==> config.mk <==
export PLATFORM = sky130hd
export DESIGN_NAME = fcsa_top
export DESIGN_NICKNAME = d
export VERILOG_FILES = /design/src/fcsa_pkg.sv /design/src/fcsa_align.sv /design/src/fcsa_check.sv /design/src/fcsa_top.sv
export SDC_FILE = /design/constraint.sdc
export NUM_CORES = 1
export LEC_CHECK = 0
export CAP_MARGIN = 40
export CORE_ASPECT_RATIO = 0.9
export CORE_UTILIZATION = 54
export CTS_CLUSTER_DIAMETER = 120
export DETAILED_ROUTE_END_ITERATION = 8
export DONT_BUFFER_PORTS = 1
export PLACE_DENSITY = 0.8
export SYNTH_ARGS = -nofsm -noshare
export SYNTH_HDL_FRONTEND = slang
export SYNTH_SLANG_ARGS = --single-unit
==> constraint.sdc <==
create_clock -name CLK -period 2.1 [get_ports CLK]
set_input_delay 0.525 -clock CLK [delete_from_list [all_inputs] [get_ports CLK]]
set_output_delay 0.525 -clock CLK [all_outputs]
set_load 0.03 [all_outputs]
==> src/fcsa_pkg.sv <==
// Purpose: constants for the flash command start-address block
// Assumes: plain register port, 32-bit data
// Notes: offsets and alignment shifts in one place
package fcsa_pkg;
  // ----------------------------------------
  // register map
  // ----------------------------------------
  localparam logic [7:0] FCSA_OFF_START = 8'h00;
  localparam logic [7:0] FCSA_OFF_END = 8'h04;
  localparam logic [7:0] FCSA_OFF_CTRL = 8'h08;
  localparam logic [7:0] FCSA_OFF_STAT = 8'h0c;
  localparam logic [7:0] FCSA_OFF_INIT = 8'h10;
  localparam logic [31:0] FCSA_START_RST = 32'h0000_0000;
  localparam logic [31:0] FCSA_END_RST = 32'h0000_0000;
  // ----------------------------------------
  // control field positions
  // ----------------------------------------
  localparam int FCSA_CTRL_CMD_LSB = 0;
  localparam int FCSA_CTRL_AREA_LSB = 4;
  localparam int FCSA_CTRL_SIZE_LSB = 8;
  localparam int FCSA_CTRL_BLK64 = 12;
  localparam int FCSA_CTRL_SET32 = 13;
  localparam int FCSA_CTRL_DIR = 14;
  localparam int FCSA_INIT_BIT = 0;
  // ----------------------------------------
  // address masks
  // ----------------------------------------
  localparam logic [31:0] FCSA_CODE_KEEP = 32'h0fff_ffff;
  localparam logic [31:0] FCSA_DATA_KEEP = 32'h001f_ffff;
  localparam int FCSA_DF_ARRAY_SHIFT = 17;
  // ----------------------------------------
  // alignment shifts (log2 of boundary)
  // ----------------------------------------
  localparam logic [4:0] FCSA_AL_512 = 5'h09;
  localparam logic [4:0] FCSA_AL_4 = 5'h02;
  localparam logic [4:0] FCSA_AL_8 = 5'h03;
  localparam logic [4:0] FCSA_AL_16K = 5'h0e;
  localparam logic [4:0] FCSA_AL_64K = 5'h10;
  localparam logic [4:0] FCSA_AL_4K = 5'h0c;
  localparam logic [4:0] FCSA_AL_2K = 5'h0b;
  localparam logic [4:0] FCSA_AL_32 = 5'h05;
  localparam logic [2:0] FCSA_SIZE_MAX = 3'h4;

  typedef enum logic [3:0] {
    FCSA_CMD_PROG = 4'h0,
    FCSA_CMD_MPROG = 4'h1,
    FCSA_CMD_DMA = 4'h2,
    FCSA_CMD_BERASE = 4'h3,
    FCSA_CMD_AERASE = 4'h4,
    FCSA_CMD_BLANK = 4'h5,
    FCSA_CMD_CONFIG = 4'h6,
    FCSA_CMD_PROTECT = 4'h7,
    FCSA_CMD_SECURE = 4'h8
  } fcsa_cmd_e;

  typedef enum logic [1:0] {
    FCSA_AREA_USER = 2'h0,
    FCSA_AREA_UBOOT = 2'h1,
    FCSA_AREA_DATA = 2'h2,
    FCSA_AREA_XDATA = 2'h3
  } fcsa_area_e;
endpackage

==> src/fcsa_align.sv <==
// Purpose: maps command and area to an alignment shift and masks the address
// Assumes: command codes from the package
// Notes: purely combinational
`timescale 1ns/10ps
module fcsa_align
  import fcsa_pkg::*;
(
  input wire logic [31:0] addr_in,
  input wire logic [3:0] cmd,
  input wire logic [1:0] area,
  input wire logic [2:0] size_sel,
  input wire logic blk64,
  input wire logic set32,
  output logic [31:0] addr_out,
  output logic [4:0] shift
);
  logic [31:0] keep;
  logic [31:0] low_mask;

  always_comb
  begin
    shift = FCSA_AL_4;
    case (cmd)
      FCSA_CMD_PROG:
        shift = (area == FCSA_AREA_USER || area == FCSA_AREA_UBOOT) ? FCSA_AL_512 : FCSA_AL_4;
      FCSA_CMD_MPROG:
        shift = FCSA_AL_8 + ((size_sel > FCSA_SIZE_MAX) ? 5'(FCSA_SIZE_MAX) : 5'(size_sel));
      FCSA_CMD_DMA, FCSA_CMD_BLANK:
        shift = FCSA_AL_4;
      FCSA_CMD_BERASE, FCSA_CMD_AERASE:
      begin
        case (area)
          FCSA_AREA_USER: shift = blk64 ? FCSA_AL_64K : FCSA_AL_16K;
          FCSA_AREA_UBOOT: shift = FCSA_AL_64K;
          FCSA_AREA_DATA: shift = FCSA_AL_4K;
          default: shift = FCSA_AL_2K;
        endcase
      end
      FCSA_CMD_CONFIG, FCSA_CMD_PROTECT, FCSA_CMD_SECURE:
        shift = set32 ? FCSA_AL_32 : FCSA_AL_4;
      default:
        shift = FCSA_AL_4;
    endcase
  end

  always_comb
  begin
    keep = (area == FCSA_AREA_USER || area == FCSA_AREA_UBOOT) ? FCSA_CODE_KEEP : FCSA_DATA_KEEP;
    low_mask = 32'hffff_ffff << shift;
    addr_out = addr_in & keep & low_mask;
  end
endmodule

==> src/fcsa_check.sv <==
// Purpose: start/end consistency check on full 32-bit values
// Assumes: end address held outside this module
// Notes: combinational
`timescale 1ns/10ps
module fcsa_check
  import fcsa_pkg::*;
(
  input wire logic [31:0] start_addr,
  input wire logic [31:0] end_addr,
  input wire logic [3:0] cmd,
  input wire logic dir_dec,
  output logic bad
);
  logic order_bad;
  logic cross_bad;
  logic ranged;

  always_comb
  begin
    ranged = (cmd == FCSA_CMD_AERASE) || (cmd == FCSA_CMD_BLANK);
    if (cmd == FCSA_CMD_BLANK && dir_dec)
      order_bad = start_addr < end_addr;
    else
      order_bad = start_addr > end_addr;
    cross_bad = start_addr[31:FCSA_DF_ARRAY_SHIFT] != end_addr[31:FCSA_DF_ARRAY_SHIFT];
    bad = ranged && (order_bad || cross_bad);
  end
endmodule

==> src/fcsa_top.sv <==
// Purpose: flash command start-address register with alignment and range check
// Assumes: register port single-cycle, read data one cycle later
// Notes: ready flag and command launch come from the sequencer outside
//
// The plain strobed port and the register offsets are this design's own decisions.
`timescale 1ns/10ps

// Functional notes
// - holds a 32-bit start address for the target area of each command.
// - the address is used by every programming, erase, blank check and setting command.
// - reset and a write of 1 to the init request bit clear the register.
// - writes are dropped from the first command write until ready rises, except ready high in lock.
// - the consistency check uses all 32 bits of start and end.
// - bits 31 to 28 are dropped for code flash commands.
// - bits 31 to 21 are dropped for data flash commands.
// - bits below the command boundary are dropped.
// - programming aligns to 512 bytes in code areas and 4 in data; dma and blank check to 4.
// - multi programming aligns to the chosen write size, 8 to 128 bytes.
// - block erase aligns to 16k or 64k in user area and 64k in user boot.
// - block and area erase align to 4k in data and 2k in extended data.
// - setting commands align to 4 or 32 bytes by setting size.
// - range order error per command and blank check direction locks the sequencer.
// - a range crossing data flash arrays is an error and locks.
module fcsa_top
  import fcsa_pkg::*;
(
  input wire logic CLK,
  input wire logic ARST_N,
  input wire logic [7:0] ADDR,
  input wire logic [31:0] WDATA,
  input wire logic WR,
  input wire logic RD,
  output logic [31:0] RDATA,
  input wire logic CMD_FIRST_WRITE,
  input wire logic READY_FLAG,
  input wire logic CMD_LOCK,
  input wire logic CMD_ISSUE,
  output logic [31:0] PROC_ADDR,
  output logic RANGE_ERROR,
  output logic INIT_PULSE
);
  // ----------------------------------------
  // state
  // ----------------------------------------
  logic [31:0] start_r;
  logic [31:0] end_r;
  logic [14:0] ctrl_r;
  logic busy_r;
  logic err_r;
  logic ready_d_r;
  logic [31:0] proc_r;
  logic [31:0] masked;
  logic [4:0] shift;
  logic bad;
  logic wr_open;
  logic init_req;
  logic ready_rise;
  logic [3:0] cmd;
  logic [1:0] area;

  assign cmd = ctrl_r[FCSA_CTRL_CMD_LSB +: 4];
  assign area = ctrl_r[FCSA_CTRL_AREA_LSB +: 2];
  assign init_req = WR && ADDR == FCSA_OFF_INIT && WDATA[FCSA_INIT_BIT];
  assign ready_rise = READY_FLAG && !ready_d_r;
  assign wr_open = !busy_r || (READY_FLAG && CMD_LOCK);

  // ----------------------------------------
  // write window tracking
  // ----------------------------------------
  always_ff @(posedge CLK or negedge ARST_N)
  begin
    if (!ARST_N)
      ready_d_r <= 1'b1;
    else
      ready_d_r <= READY_FLAG;
  end

  always_ff @(posedge CLK or negedge ARST_N)
  begin
    if (!ARST_N)
      busy_r <= 1'b0;
    else if (CMD_FIRST_WRITE)
      busy_r <= 1'b1;
    else if (ready_rise)
      busy_r <= 1'b0;
  end

  // ----------------------------------------
  // registers
  // ----------------------------------------
  always_ff @(posedge CLK or negedge ARST_N)
  begin
    if (!ARST_N)
      start_r <= FCSA_START_RST;
    else if (init_req)
      start_r <= FCSA_START_RST;
    else if (WR && ADDR == FCSA_OFF_START && wr_open)
      start_r <= WDATA;
  end

  always_ff @(posedge CLK or negedge ARST_N)
  begin
    if (!ARST_N)
      end_r <= FCSA_END_RST;
    else if (init_req)
      end_r <= FCSA_END_RST;
    else if (WR && ADDR == FCSA_OFF_END && wr_open)
      end_r <= WDATA;
  end

  always_ff @(posedge CLK or negedge ARST_N)
  begin
    if (!ARST_N)
      ctrl_r <= '0;
    else if (WR && ADDR == FCSA_OFF_CTRL && wr_open)
      ctrl_r <= WDATA[14:0];
  end

  // ----------------------------------------
  // command processing address and error
  // ----------------------------------------
  fcsa_align u_align (
    .addr_in(start_r),
    .cmd(cmd),
    .area(area),
    .size_sel(ctrl_r[FCSA_CTRL_SIZE_LSB +: 3]),
    .blk64(ctrl_r[FCSA_CTRL_BLK64]),
    .set32(ctrl_r[FCSA_CTRL_SET32]),
    .addr_out(masked),
    .shift(shift)
  );

  fcsa_check u_check (
    .start_addr(start_r),
    .end_addr(end_r),
    .cmd(cmd),
    .dir_dec(ctrl_r[FCSA_CTRL_DIR]),
    .bad(bad)
  );

  always_ff @(posedge CLK or negedge ARST_N)
  begin
    if (!ARST_N)
      proc_r <= '0;
    else if (CMD_ISSUE)
      proc_r <= masked;
  end

  always_ff @(posedge CLK or negedge ARST_N)
  begin
    if (!ARST_N)
      err_r <= 1'b0;
    else if (CMD_ISSUE && bad)
      err_r <= 1'b1;
    else if (init_req)
      err_r <= 1'b0;
  end

  always_ff @(posedge CLK or negedge ARST_N)
  begin
    if (!ARST_N)
      INIT_PULSE <= 1'b0;
    else
      INIT_PULSE <= init_req;
  end

  // ----------------------------------------
  // read port
  // ----------------------------------------
  always_ff @(posedge CLK or negedge ARST_N)
  begin
    if (!ARST_N)
      RDATA <= '0;
    else if (RD)
    begin
      case (ADDR)
        FCSA_OFF_START: RDATA <= start_r;
        FCSA_OFF_END: RDATA <= end_r;
        FCSA_OFF_CTRL: RDATA <= {17'h0, ctrl_r};
        FCSA_OFF_STAT: RDATA <= {24'h0, shift, bad, busy_r, err_r};
        default: RDATA <= '0;
      endcase
    end
    else
      RDATA <= '0;
  end

  assign PROC_ADDR = proc_r;
  assign RANGE_ERROR = err_r;
endmodule

==> impl_metrics.env <==
export IMPL_outcome="complete, but fails checks"
export IMPL_violations="negative hold slack, negative setup slack"
export IMPL_floorplan_io_pins=114
export IMPL_number_of_buffer_and_inverter_instances_along_the_worst_setup_path=1
export IMPL_timing_critical_path_fanout_max=2
export IMPL_drive_above_1_share_pct=22.6
export IMPL_antenna_violating_nets_post_route=0
export IMPL_placement_rows=39
export IMPL_required_ns=2.41
export IMPL_synthFlopType="dfrtp_1"
export IMPL_synth_edf_count=0
export IMPL_criticalPathCategory="reg2reg"
export IMPL_timing_critical_path_from_type="flop"
export IMPL_synth_avg_cell_area_um2=9.64
export IMPL_grt_first_pass_wirelength_mm=30.6
export IMPL_dp_final_hpwl_mm=13.0
export IMPL_detailedRoute_firstPassIterationCount=5
export IMPL_slowest_delay_ns=0.39
export IMPL_rsz0062_at_grt="true"
export IMPL_wl_per_cell_um=20.7
export IMPL_setup_tns_ns=-0.303
export IMPL_floorplan_initialDensity_pct=55.3
export IMPL_max_freq_mhz=451
export IMPL_timing_final_max_slew_violations=0
export IMPL_post_route_drc_count=0
export IMPL_async_flop_share_pct=100
export IMPL_fillers=893
export IMPL_layout_setup_ws_ns=-0.119
export IMPL_post_route_min_period_ns=2.22
export IMPL_cp_cell_sequence="inv_2 > ha_4 > a21oi_4 > o21ai_2 > a221o_1 > or3_4 > a211o_1 > nand3_2 > a31oi_1"
export IMPL_cts_inserted_buffers=17
export IMPL_p_leak_nw=3.90
export IMPL_count_of_state_elements_after_synthesis=143
export IMPL_final_cell_area_um2=8510
export IMPL_critPathSlowestCell="dfrtp_1"
export IMPL_grt_antenna_before_repair=0
export IMPL_synthesis_instances=725
export IMPL_fin_skew_ns=0.0128
export IMPL_power_ir_vdd_worst_uv=573
export IMPL_mappedNetlistArea_um2=6990
export IMPL_power_per_cell_area_nw_per_um2=758
export IMPL_vias_in_the_first_global_route=5924
export IMPL_first_iter_violations=726
export IMPL_grt_util_all_layers_pct=30.6
export IMPL_numPortBuffers=0
export IMPL_post_synth_main_area_contributors="dfrtp_1 51%, nand2_1 8.3%, a21oi_1 6.5%"
export IMPL_cap_viol_max_count=0
export IMPL_yosysWarningCount=0
export IMPL_cts_htree_levels=4
export IMPL_netlist_top_cell_by_area="dfrtp_1"
export IMPL_synth_top_cells_by_count="155 x nand2_1, 142 x dfrtp_1, 91 x a21oi_1"
export IMPL_cts_root_to_sink_buffers=2
export IMPL_dieWidth_um=122
export IMPL_dpl_worst_slack_ns=-0.183
export IMPL_die_height_um=110
export IMPL_most_frequent_cell_after_synthesis="nand2_1"
export IMPL_end_kind="flop"
export IMPL_cts_tree="yes"
export IMPL_yosys_cell_types_count=64
export IMPL_area_enclosed_by_the_die_boundary_um2=13400
export IMPL_period_share_pct=106
export IMPL_placeableCoreArea_um2=12600
export IMPL_drt_total_wl_mm=20.0
export IMPL_post_dp_cell_area_um2=7630
export IMPL_cp_arrival_ns=2.53
export IMPL_area_growth_syn_to_layout_pct=21.8
export IMPL_total_via_count_after_detailed_routing=5974
export IMPL_timing_hold_violations_final=142
export IMPL_diodes=0
export IMPL_cp_top_family="compound AO/OA/AOI/OAI gates"
export IMPL_vias_per_cell=6.17
export IMPL_setup_violations_final=4
export IMPL_fin_nets=872
export IMPL_root_buffer="clkbuf_16"
export IMPL_clock_latency_ns=0.43
export IMPL_clk_pin_slew_worst_paths_ns=0.06
export IMPL_globalRouteOverflowTotal=0
export IMPL_gp_routability_congestion=0.895
export IMPL_hold_path_class="in2async"
export IMPL_synth_top_area_share_pct=50.8
export IMPL_yosysSeqAreaShare_pct=51.2
export IMPL_clock_sinks=143
export IMPL_maximum_number_of_pins_on_one_net_before_global_route_repair=144
export IMPL_fin_worst_hold_slack_ns=-0.210
-- stage by stage --
stage / std cells / util, % / total power (W)
final: 968 / 67.4 / 0.00645
after global routing: 968 / 67.4 / 0.00663
after CTS: 962 / 66.0 / 0.00640
after detailed placement: 924 / 60.3 / 0.00336
after global placement: 924 / 60.3 / 0.00334
after floorplan: 728 / - / 0.00322
-- registers in the layout, summed over array words and instances, names as in the netlist --
register / count
ctrl_r: 15
INIT_PULSE: 1
end_r: 32
start_r: 32
PROC_ADDR: 28
ready_d_r: 1
RANGE_ERROR: 1
busy_r: 1
RDATA: 32
-- final timing paths --
path | startpoint | endpoint | slack (ns) | depth (start not counted)
max | end_r[5] | RDATA[2] | -0.12 | 9
min | ARST_N | PROC_ADDR[21] | -0.21 | 0
max reg2reg | end_r[5] | RDATA[2] | -0.12 | 9
min reg2reg | ctrl_r[6] | ctrl_r[6] | 0.50 | 1
max in group asynchronous | ARST_N | PROC_ADDR[20] | 2.01 | 0
min in group CLK | READY_FLAG | ready_d_r | 0.09 | 0
-- cell families (layout without fill, tap and decap cells) --
group,Yosys count,count (layout),synth area share (%)
flip-flops,143,143,51.2
XOR/XNOR,1,1,0.125
multiplexers,33,33,6.01
AND/OR/NAND/NOR,262,262,16.9
other,1,4,0.0536
adder cells (fa/ha/maj),33,33,5.91
buffers and inverters,87,163,5.14
AO/OA/AOI/OAI,165,165,14.7
-- power by group --
part	switching [W]	internal [W]	total, W
logic	0.000277	0.000266	0.000543
clock network	0.00121	0.00181	0.00303
registers	0.0000702	0.00281	0.00288
total	0.00156	0.00489	0.00645
-- per-layer routing --
layer / routed length (µm) / track usage (%)
met1: 7880 / 40.1
met2: 9320 / 46.7
met3: 2160 / 8.61
met4: 658 / 15.3
met5: 0 / 0
-- area by class of cell --
cell class	instances	area (µm²)	area share, %
clock buffer	20	457	5.36
multi-input combinational	498	3270	38.4
sequential	143	3580	42.1
tap	164	205	2.41
timing repair buffer	92	716	8.41
inverter	39	149	1.75
clock inverter	12	134	1.57
-- placed cells by master, fill, tap and decap left out, drive strengths merged, types with 17 or more instances in the layout --
cell type	netlist	layout
mux2	19	19
nor2	45	45
inv	39	41
ha	33	33
dfrtp	142	142
a22oi	17	17
a21oi	91	91
clkbuf	27	20
nand2	156	156
buf	21	92
-- worst reg2reg max path, stage by stage, from the launching register on --
cell and delay (ns):
dfrtp_1 0.39, inv_2 0.09, ha_4 0.22, a21oi_4 0.14
o21ai_2 0.09, a221o_1 0.35, or3_4 0.34, a211o_1 0.31
nand3_2 0.09, a31oi_1 0.09
-- repair_timing --
item | CTS | global route
hold endpoints to repair | 143 | 143
gates resized for setup | 14 | 17
endpoints found under the setup margin | 5 | 8
pin swaps | 11 | 13
buffers inserted | 6 | 6
(Power assumes the default switching activity.)
